File: config.mk
export PLATFORM = sky130hd
export DESIGN_NAME = cpu_mode_status_indicator
export DESIGN_NICKNAME = d
export VERILOG_FILES = /design/src/shared/cpu_mode_pkg.sv /design/src/rtl/cpu_mode_status_indicator.sv
export SDC_FILE = /design/constraint.sdc
export NUM_CORES = 1
export LEC_CHECK = 0
export ABC_CLOCK_PERIOD_IN_PS = 2600
export BUFFER_PORTS_ARGS = -buffer_cell sky130_fd_sc_hd__buf_2
export CORE_MARGIN = 4
export CORE_UTILIZATION = 57
export CTS_BUF_LIST = sky130_fd_sc_hd__clkbuf_4 sky130_fd_sc_hd__clkbuf_8
export CTS_CLUSTER_SIZE = 20
export DETAILED_ROUTE_END_ITERATION = 10
export HOLD_SLACK_MARGIN = 0.08
export PLACE_DENSITY = 0.79
export SYNTH_ARGS = -nofsm -noshare
export SYNTH_HDL_FRONTEND = slang
export SYNTH_SLANG_ARGS = --single-unit
File: constraint.sdc
create_clock -name aclk -period 2.6 [get_ports aclk]
set_input_delay 0.52 -clock aclk [delete_from_list [all_inputs] [get_ports aclk]]
set_output_delay 0.52 -clock aclk [all_outputs]
set_load 0.02 [all_outputs]
File: src/shared/cpu_mode_pkg.sv
// constants, types and carriers of the cpu mode and status indicator
package cpu_mode_pkg;

	localparam int CLK_KHZ            = 200000;
	localparam int SLOW_FLASH_HALF_MS = 500;
	localparam int RAPID_FLASH_HALF_MS = 100;
	localparam int DEBOUNCE_MS        = 10;
	localparam int INIT_TIME_US       = 10;
	localparam int SLOW_HALF_CYC      = SLOW_FLASH_HALF_MS * CLK_KHZ;
	localparam int RAPID_HALF_CYC     = RAPID_FLASH_HALF_MS * CLK_KHZ;
	localparam int DEBOUNCE_CYC       = DEBOUNCE_MS * CLK_KHZ;
	localparam int INIT_CYC           = INIT_TIME_US * CLK_KHZ / 1000;
	localparam int FLASH_W            = 27;
	localparam int DEB_W              = 24;
	localparam int INIT_W             = 12;

	// register byte offsets
	localparam logic [7:0] CMD_OFS    = 8'h00;
	localparam logic [7:0] STATUS_OFS = 8'h04;
	localparam logic [7:0] LAMPS_OFS  = 8'h08;

	// command bits, write one to act
	localparam int CMD_SELF_STOP   = 0;
	localparam int CMD_OVR_REQ     = 1;
	localparam int CMD_CHECK_ENTER = 2;
	localparam int CMD_CHECK_EXIT  = 3;

	localparam logic [1:0] RESP_OKAY   = 2'h0;
	localparam logic [1:0] RESP_SLVERR = 2'h2;

	typedef enum logic [2:0] {ST_START, ST_STOP, ST_INIT, ST_RUN, ST_CHECK} cpu_state_t;
	typedef enum logic [1:0] {K_EXT, K_SELF, K_OVR} stop_kind_t;

	typedef struct packed {
		logic run;
		logic stop;
		logic output_inhibit;
		logic module_ack_timeout_led;
		logic addressing_error_led;
		logic cycle_time_exceeded_led;
		logic first_serial_port;
		logic second_serial_port;
	} lamps_t;

	typedef struct packed {
		logic       valid;
		logic       is_output;
		logic [6:0] addr;
		logic       ack;
		logic       listed;
	} probe_t;

	typedef struct packed {
		logic        awvalid;
		logic [7:0]  awaddr;
		logic        wvalid;
		logic [31:0] wdata;
		logic [3:0]  wstrb;
		logic        bready;
		logic        arvalid;
		logic [7:0]  araddr;
		logic        rready;
	} axi_req_t;

	typedef struct packed {
		logic        awready;
		logic        wready;
		logic        bvalid;
		logic [1:0]  bresp;
		logic        arready;
		logic        rvalid;
		logic [31:0] rdata;
		logic [1:0]  rresp;
	} axi_rsp_t;

	typedef struct packed {
		logic ram_erase;
		logic image_clear;
		logic program_from_start;
		logic program_resume;
	} actions_t;

endpackage

File: src/rtl/cpu_mode_status_indicator.sv
// mode sequencing, front lamps and register slave of the cpu module
`timescale 1ns/100ps
`default_nettype none

module switch_debounce
	import cpu_mode_pkg::*;
#(
	parameter int unsigned STABLE = DEBOUNCE_CYC
) (
	input  wire logic aclk,
	input  wire logic aresetn,
	input  wire logic raw,
	output var  logic level,
	output var  logic settled
);
	typedef struct packed {
		logic             s1;
		logic             s2;
		logic             cand;
		logic             stable;
		logic             done;
		logic [DEB_W-1:0] cnt;
	} deb_t;

	deb_t s;
	deb_t next_s;

	// first stage feeds only the second; the filter looks at the second
	always_comb begin
		next_s = s;
		next_s.s1 = raw;
		next_s.s2 = s.s1;
		if (s.s2 != s.cand) begin
			next_s.cand = s.s2;
			next_s.cnt = '0;
		end else if (s.cnt != DEB_W'(STABLE - 1)) begin
			next_s.cnt = s.cnt + DEB_W'(1);
		end else begin
			next_s.stable = s.cand;
			next_s.done = 1'b1;
		end
	end

	always_ff @(posedge aclk) begin
		if (!aresetn)
			s <= '0;
		else
			s <= next_s;
	end

	// settled stays low until a whole stable window has passed
	assign level = s.stable;
	assign settled = s.done;
endmodule

module cpu_mode_status_indicator
	import cpu_mode_pkg::*;
#(
	parameter int unsigned SLOW_HALF  = SLOW_HALF_CYC,
	parameter int unsigned RAPID_HALF = RAPID_HALF_CYC,
	parameter int unsigned DEBOUNCE   = DEBOUNCE_CYC
) (
	input  wire logic     aclk,
	input  wire logic     aresetn,
	input  wire axi_req_t axi_req,
	output var  axi_rsp_t axi_rsp,
	input  wire logic     mode_switch_run,
	input  wire logic     momentary_switch_reset,
	input  wire logic     momentary_switch_overall,
	input  wire logic     external_stop,
	input  wire logic     battery_good,
	input  wire logic     multiprocessor,
	input  wire probe_t   reset_probe,
	input  wire probe_t   image_access,
	input  wire logic     cycle_time_exceeded,
	input  wire logic     first_port_ready,
	input  wire logic     second_port_used,
	input  wire logic     second_port_ready,
	output var  lamps_t   lamps,
	output var  actions_t actions
);
	typedef struct packed {
		cpu_state_t         st;
		stop_kind_t         kind;
		logic               mode_prev;
		logic               inhibit;
		logic               scanning;
		logic [INIT_W-1:0]  init_cnt;
		logic [255:0]       present;
		logic [FLASH_W-1:0] slow_cnt;
		logic [FLASH_W-1:0] rapid_cnt;
		logic               slow_ph;
		logic               rapid_ph;
		lamps_t             led;
		actions_t           act;
		logic               aw_got;
		logic [7:0]         awaddr;
		logic               w_got;
		logic [31:0]        wdata;
		logic [3:0]         wstrb;
		axi_rsp_t           rsp;
	} state_t;

	state_t s;
	state_t next_s;

	logic mode_run;
	logic mode_ok;
	logic mc_reset;
	logic mc_overall;

	// switches pass through sync and debounce before the sequencer
	switch_debounce #(.STABLE(DEBOUNCE)) deb_mode (
		.aclk    (aclk),
		.aresetn (aresetn),
		.raw     (mode_switch_run),
		.level   (mode_run),
		.settled (mode_ok)
	);
	switch_debounce #(.STABLE(DEBOUNCE)) deb_reset (
		.aclk    (aclk),
		.aresetn (aresetn),
		.raw     (momentary_switch_reset),
		.level   (mc_reset),
		.settled ()
	);
	switch_debounce #(.STABLE(DEBOUNCE)) deb_overall (
		.aclk    (aclk),
		.aresetn (aresetn),
		.raw     (momentary_switch_overall),
		.level   (mc_overall),
		.settled ()
	);

	always_comb begin
		logic [3:0]  cmd;
		logic        rise;
		logic        fall;
		logic        do_write;
		logic [31:0] rd;
		cmd = '0;
		rise = mode_run && !s.mode_prev;
		fall = !mode_run && s.mode_prev;
		do_write = 1'b0;
		rd = '0;
		next_s = s;
		next_s.act = '0;

		// flash dividers, free running so lamps share one phase
		if (s.slow_cnt == FLASH_W'(SLOW_HALF - 1)) begin
			next_s.slow_cnt = '0;
			next_s.slow_ph = !s.slow_ph;
		end else begin
			next_s.slow_cnt = s.slow_cnt + FLASH_W'(1);
		end
		if (s.rapid_cnt == FLASH_W'(RAPID_HALF - 1)) begin
			next_s.rapid_cnt = '0;
			next_s.rapid_ph = !s.rapid_ph;
		end else begin
			next_s.rapid_cnt = s.rapid_cnt + FLASH_W'(1);
		end

		// write address and data taken in either order
		if (axi_req.awvalid && s.rsp.awready) begin
			next_s.aw_got = 1'b1;
			next_s.awaddr = axi_req.awaddr;
		end
		if (axi_req.wvalid && s.rsp.wready) begin
			next_s.w_got = 1'b1;
			next_s.wdata = axi_req.wdata;
			next_s.wstrb = axi_req.wstrb;
		end
		if (s.rsp.bvalid && axi_req.bready)
			next_s.rsp.bvalid = 1'b0;
		if (s.aw_got && s.w_got && !s.rsp.bvalid) begin
			do_write = 1'b1;
			next_s.aw_got = 1'b0;
			next_s.w_got = 1'b0;
			next_s.rsp.bvalid = 1'b1;
			next_s.rsp.bresp = RESP_OKAY;
			if (s.awaddr[7:2] == CMD_OFS[7:2]) begin
				if (s.wstrb[0])
					cmd = s.wdata[3:0];
			end else if (s.awaddr[7:2] != STATUS_OFS[7:2]
					&& s.awaddr[7:2] != LAMPS_OFS[7:2]) begin
				next_s.rsp.bresp = RESP_SLVERR; // unmapped
			end
		end
		// readies stay low until the response is taken, one write in flight
		next_s.rsp.awready = !next_s.aw_got && !next_s.rsp.bvalid && !do_write;
		next_s.rsp.wready = !next_s.w_got && !next_s.rsp.bvalid && !do_write;

		// read channel, answer one cycle after the address
		if (s.rsp.rvalid && axi_req.rready)
			next_s.rsp.rvalid = 1'b0;
		if (axi_req.arvalid && s.rsp.arready) begin
			next_s.rsp.rvalid = 1'b1;
			next_s.rsp.rresp = RESP_OKAY;
			unique case (axi_req.araddr[7:2])
				CMD_OFS[7:2]:    rd = '0;
				STATUS_OFS[7:2]: rd = {26'h0, s.inhibit, s.kind, s.st};
				LAMPS_OFS[7:2]:  rd = {24'h0, s.led};
				default: next_s.rsp.rresp = RESP_SLVERR;
			endcase
			next_s.rsp.rdata = rd;
		end
		// one read in flight; a new address waits while data is offered
		next_s.rsp.arready = !next_s.rsp.rvalid;

		// edge detector arms only after the first settled sample, no false edge
		if (s.st != ST_START)
			next_s.mode_prev = mode_run;

		// operating-state sequencer
		unique case (s.st)
			ST_START: begin
				if (mode_ok) begin
					next_s.mode_prev = mode_run;
					next_s.inhibit = 1'b1;
					if (!mode_run) begin
						next_s.st = ST_STOP;
						next_s.kind = K_OVR;
					end else if (battery_good) begin
						next_s.st = ST_INIT;
						next_s.scanning = 1'b1;
						next_s.present = '0;
						next_s.init_cnt = INIT_W'(INIT_CYC - 1);
						next_s.act.image_clear = 1'b1;
					end else begin
						next_s.st = ST_STOP;
						next_s.kind = K_EXT;
					end
				end
			end
			ST_STOP: begin
				next_s.inhibit = 1'b1;
				if (s.kind == K_SELF && fall) begin
					next_s.kind = K_EXT;
				end else if (rise && battery_good) begin
					if (mc_overall) begin
						next_s.act.ram_erase = 1'b1;
						next_s.present = '0;
						next_s.kind = K_EXT;
						next_s.led.module_ack_timeout_led = 1'b0;
						next_s.led.addressing_error_led = 1'b0;
						next_s.led.cycle_time_exceeded_led = 1'b0;
					end else if (s.kind != K_OVR) begin
						next_s.st = ST_INIT;
						next_s.init_cnt = INIT_W'(INIT_CYC - 1);
						next_s.scanning = mc_reset;
						if (mc_reset) begin
							next_s.act.image_clear = 1'b1;
							next_s.present = '0;
							next_s.led.module_ack_timeout_led = 1'b0;
							next_s.led.addressing_error_led = 1'b0;
							next_s.led.cycle_time_exceeded_led = 1'b0;
						end
					end
				end else if (cmd[CMD_OVR_REQ]) begin
					next_s.kind = K_OVR;
				end else if (cmd[CMD_CHECK_ENTER]) begin
					next_s.st = ST_CHECK;
				end
			end
			ST_INIT: begin
				if (s.init_cnt == '0) begin
					next_s.st = ST_RUN;
					next_s.inhibit = 1'b0;
					next_s.scanning = 1'b0;
					next_s.act.program_from_start = s.scanning;
					next_s.act.program_resume = !s.scanning;
				end else begin
					next_s.init_cnt = s.init_cnt - INIT_W'(1);
				end
			end
			ST_RUN: begin
				if (fall || external_stop) begin
					next_s.st = ST_STOP;
					next_s.kind = K_EXT;
				end else if (cmd[CMD_OVR_REQ]) begin
					next_s.st = ST_STOP;
					next_s.kind = K_OVR;
				end else if (cmd[CMD_SELF_STOP]) begin
					next_s.st = ST_STOP;
					next_s.kind = K_SELF;
				end
				if (cycle_time_exceeded)
					next_s.inhibit = 1'b1;
			end
			ST_CHECK: begin
				if (cmd[CMD_CHECK_EXIT]) begin
					next_s.st = ST_STOP;
					next_s.kind = K_EXT;
				end
			end
			default: next_s.st = ST_START;
		endcase

		// presence scan during a reset's initial start
		if (s.st == ST_INIT && s.scanning && reset_probe.valid && reset_probe.ack
				&& (reset_probe.listed || !multiprocessor))
			next_s.present[{reset_probe.is_output, reset_probe.addr}] = 1'b1;

		// fault lamps are sticky; placed last so a new event beats a clear
		if (s.st == ST_RUN && image_access.valid) begin
			if (!s.present[{image_access.is_output, image_access.addr}])
				next_s.led.addressing_error_led = 1'b1;
			else if (!image_access.ack)
				next_s.led.module_ack_timeout_led = 1'b1;
		end
		if (s.st == ST_RUN && cycle_time_exceeded)
			next_s.led.cycle_time_exceeded_led = 1'b1;

		// run and stop lamps follow the next state so they never lag it
		next_s.led.run = next_s.st == ST_RUN;
		unique case (next_s.kind)
			K_EXT:   next_s.led.stop = next_s.st == ST_STOP;
			K_SELF:  next_s.led.stop = next_s.st == ST_STOP && next_s.slow_ph;
			K_OVR:   next_s.led.stop = next_s.st == ST_STOP && next_s.rapid_ph;
			default: next_s.led.stop = 1'b0;
		endcase
		next_s.led.output_inhibit = next_s.inhibit;
		next_s.led.first_serial_port = !first_port_ready;
		next_s.led.second_serial_port = second_port_used && !second_port_ready;
	end

	always_ff @(posedge aclk) begin
		if (!aresetn) begin
			s <= '0;
			s.st <= ST_START;
			s.kind <= K_EXT;
		end else begin
			s <= next_s;
		end
	end

	assign axi_rsp = s.rsp;
	assign lamps = s.led;
	assign actions = s.act;
endmodule

`default_nettype wire

==> flow_summary.json <==
{
  "vdd_drop_max_mv": 0.639,
  "pre_cts_slack_ns": -0.427,
  "clk_latency_ns": 0.64,
  "dr.first_iter.drc_count": 1617,
  "crit_family": "compound AO/OA/AOI/OAI gates",
  "routed_wl_um": 51000,
  "start_util_pct": 58.1,
  "post_drt_wl_per_cell_um": 17.8,
  "critical_path_peak_fanout": 2,
  "ant_nets": 0,
  "fin_util_pct": 66.2,
  "root_buffer": "clkbuf_8",
  "grt_use_total_pct": 25.7,
  "design.core.area_mm2": 0.0347,
  "synth_cell_types": 69,
  "cts_buffer_depth": 3,
  "grt_pass1_wl_um": 82800,
  "antenna_found_initial": 2,
  "fin_skew_ns": 0.0219,
  "met3_length_um": 3950,
  "syn_to_final_growth_pct": 13.9,
  "crit_slowest_cell": "mux4_2",
  "fin_crit_sh_pct": 95.1,
  "synth_edf_count": 0,
  "cp_common_cell": "buf_4",
  "wl_met1_um": 21200,
  "worstMarginPinSlew_ns": 1.27,
  "num_vias": 17000,
  "cp_slowest_stage_delay_ns": 0.47,
  "stdcell_count": 2866,
  "dieArea_mm2": 0.0384,
  "finalHoldViolCount": 0,
  "yosysWarningCount": 0,
  "setup_viol": 0,
  "power.leakage_uw": 0.00865,
  "routabilityCongestion": 0.905,
  "synth.largest_area_cell": "dfxtp_1",
  "path_buf_inv": 2,
  "final_nets": 2452,
  "post-synth-top-count-cell": "nor2_1",
  "fillers": 2746,
  "ys.flop_type": "dfxtp_1",
  "cts_htree_levels": 3,
  "synth_top_area_share_pct": 45.3,
  "status": "finished clean",
  "hp-start": "mode_switch_run",
  "endpoint_kind": "register",
  "setup_slack_ns": 0.128,
  "dp_hpwl_um": 33300,
  "port_buffers": 81,
  "drc": 0,
  "hp-class": "input pin to register",
  "hold_ws_ns": 0.126,
  "yosysSeqAreaShare_pct": 45.3,
  "worstPathRequired_ns": 3.08,
  "die_w_um": 196,
  "dp.cells": 2727,
  "cts.sinks": 456,
  "cap_violations": 0,
  "timing.rr.start": "s[239]$_SDFF_PN0_",
  "path_cells": "mux4_2, a22oi_1, o21ai_0, a2111oi_0, buf_4, a311oi_1, a41oi_1, buf_4, o22ai_1",
  "cts_tree": "done",
  "firstDrtPassIters": 6,
  "cp-start-kind": "register",
  "cellPowerDensity_mw_per_mm2": 652,
  "highest_layer": "met5",
  "die_y_um": 196,
  "grt_pass1_vias": 16700,
  "grt_max_degree": 118,
  "max_slew_margin_pct": 14.8,
  "synth_common_cells": "nor2_1, dfxtp_1, a22oi_1",
  "rows": 68,
  "drive_gt1_share_pct": 17.4,
  "ys_seq_elements": 456,
  "met2_length_um": 24200,
  "synth_area_leaders": "dfxtp_1, a22oi_1, nor2_1, mux4_2, xor2_1",
  "grt_overflow": 0,
  "fin_crit_ns": 2.47,
  "drv_slew": 0,
  "numCtsBuffers": 74,
  "clkTransAtPathRegs_ns": 0.06,
  "crit_arrival_ns": 2.95,
  "syn_area_mm2": 0.0202,
  "pin_count": 144,
  "startpoint": "s[239]$_SDFF_PN0_",
  "routed_via_density": 5.93,
  "worst-setup-path-type": "register to register",
  "synthCells": 2249,
  "grt_setup_unrepaired": "no",
  "synthArstFlopShare_pct": 0,
  "avgSynthCellArea_um2": 8.96,
  "max_freq_mhz": 404
}
where the power goes:
part / switching [uW] / internal, uW / total, uW
Combinational: 739 / 443 / 1180
Clock: 2890 / 3740 / 6630
Sequential: 83.3 / 7080 / 7160
Total: 3710 / 11300 / 15000
placed cells by master (no fill, tap or decap), drive strengths merged, types with 16 or more instances in the layout:
cell / Yosys / layout
a21oi: 71 / 71
nor2b: 23 / 23
and2: 19 / 19
and3: 38 / 38
buf: 95 / 205
nand2b: 17 / 17
dfxtp: 456 / 456
xor2: 79 / 79
mux4: 53 / 53
inv: 22 / 24
nand2: 136 / 136
nor4: 16 / 16
xnor2: 35 / 35
conb: 1 / 26
or3: 16 / 16
clkinv: 0 / 19
nor3: 38 / 38
nand3: 69 / 69
nand4: 32 / 32
nor2: 468 / 468
o21ai: 45 / 45
a22oi: 248 / 248
mux2i: 29 / 29
clkbuf: 112 / 109
timing repair:
action / 4_1_cts / 5_1_grt
setup buffers: 0 / 0
endpoints found under the hold margin: 3 / 0
setup endpoints to repair: 11 / 109
gates resized for setup: 1 / 6
hold buffers: 3 / 0
state kept, by name, summed over array words and instances, names as in the netlist:
signal / flops
deb_mode.level: 1
lamps: 8
deb_mode.s: 26
deb_reset.s: 26
deb_reset.next_s: 1
deb_mode.next_s: 1
deb_reset.level: 1
deb_overall.level: 1
axi_rsp: 15
deb_overall.s: 26
deb_mode.settled: 1
actions: 4
deb_overall.next_s: 1
s: 344
metrics by stage:
| stage | instance area, um2 | power (uW) | TNS (ns) |
|---|---|---|---|
| floorplan | 20300 | 8100 | 0 |
| global route | 23000 | 15500 | 0 |
| global placement | 21300 | 8420 | -0.800 |
| detailed placement | 21300 | 8450 | -0.883 |
| finish | 23000 | 15000 | 0 |
| CTS | 22900 | 15100 | 0 |
logic make-up after synthesis:
| group | synth area share (%) |
|---|---|
| other | 0.0186 |
| buffers and inverters | 5.67 |
| and+or+nand+nor | 21.3 |
| AOI/OAI and AO/OA | 14.6 |
| DFF | 45.3 |
| xor gates and xnor gates | 4.95 |
| adders and majority gates | 0.621 |
| muxes | 7.53 |
routing by layer:
metal | global-route usage [%] | vias up
met4 | 10.3 | 2
met5 | 0 | -
li1 | - | 8117
met3 | 5.58 | 123
met1 | 32.8 | 8161
met2 | 42.8 | 600
worst register-to-register path, stage by stage, from the launching register on:
cell and delay [ns]:
dfxtp_1 0.33, mux4_2 0.47, a22oi_1 0.18, o21ai_0 0.13, a2111oi_0 0.47, buf_4 0.19
a311oi_1 0.06, a41oi_1 0.24, buf_4 0.17, o22ai_1 0.09
layout make-up:
class / instances / area, um2 / share of cell area [%]
clock inverters: 26 / 198 / 0.861
multi-input cells: 1589 / 10000 / 43.7
well taps: 455 / 569 / 2.48
clock buffers: 109 / 1430 / 6.21
flip-flops and latches: 456 / 9130 / 39.8
diodes: 1 / 2.50 / 0.0109
repair buffers: 208 / 1520 / 6.60
inverters: 22 / 90.1 / 0.392
worst paths after layout:
check | cells past startpoint | slack, ns | end
max | 9 | 0.13 | lamps[4]$_SDFF_PN0_
min | 2 | 0.13 | deb_mode.next_s[27]$_SDFF_PN0_
max reg2reg | 9 | 0.13 | lamps[4]$_SDFF_PN0_
min reg2reg | 1 | 0.45 | deb_overall.s[27]$_SDFF_PN0_
No activity file was read; power rests on OpenSTA's default activity.
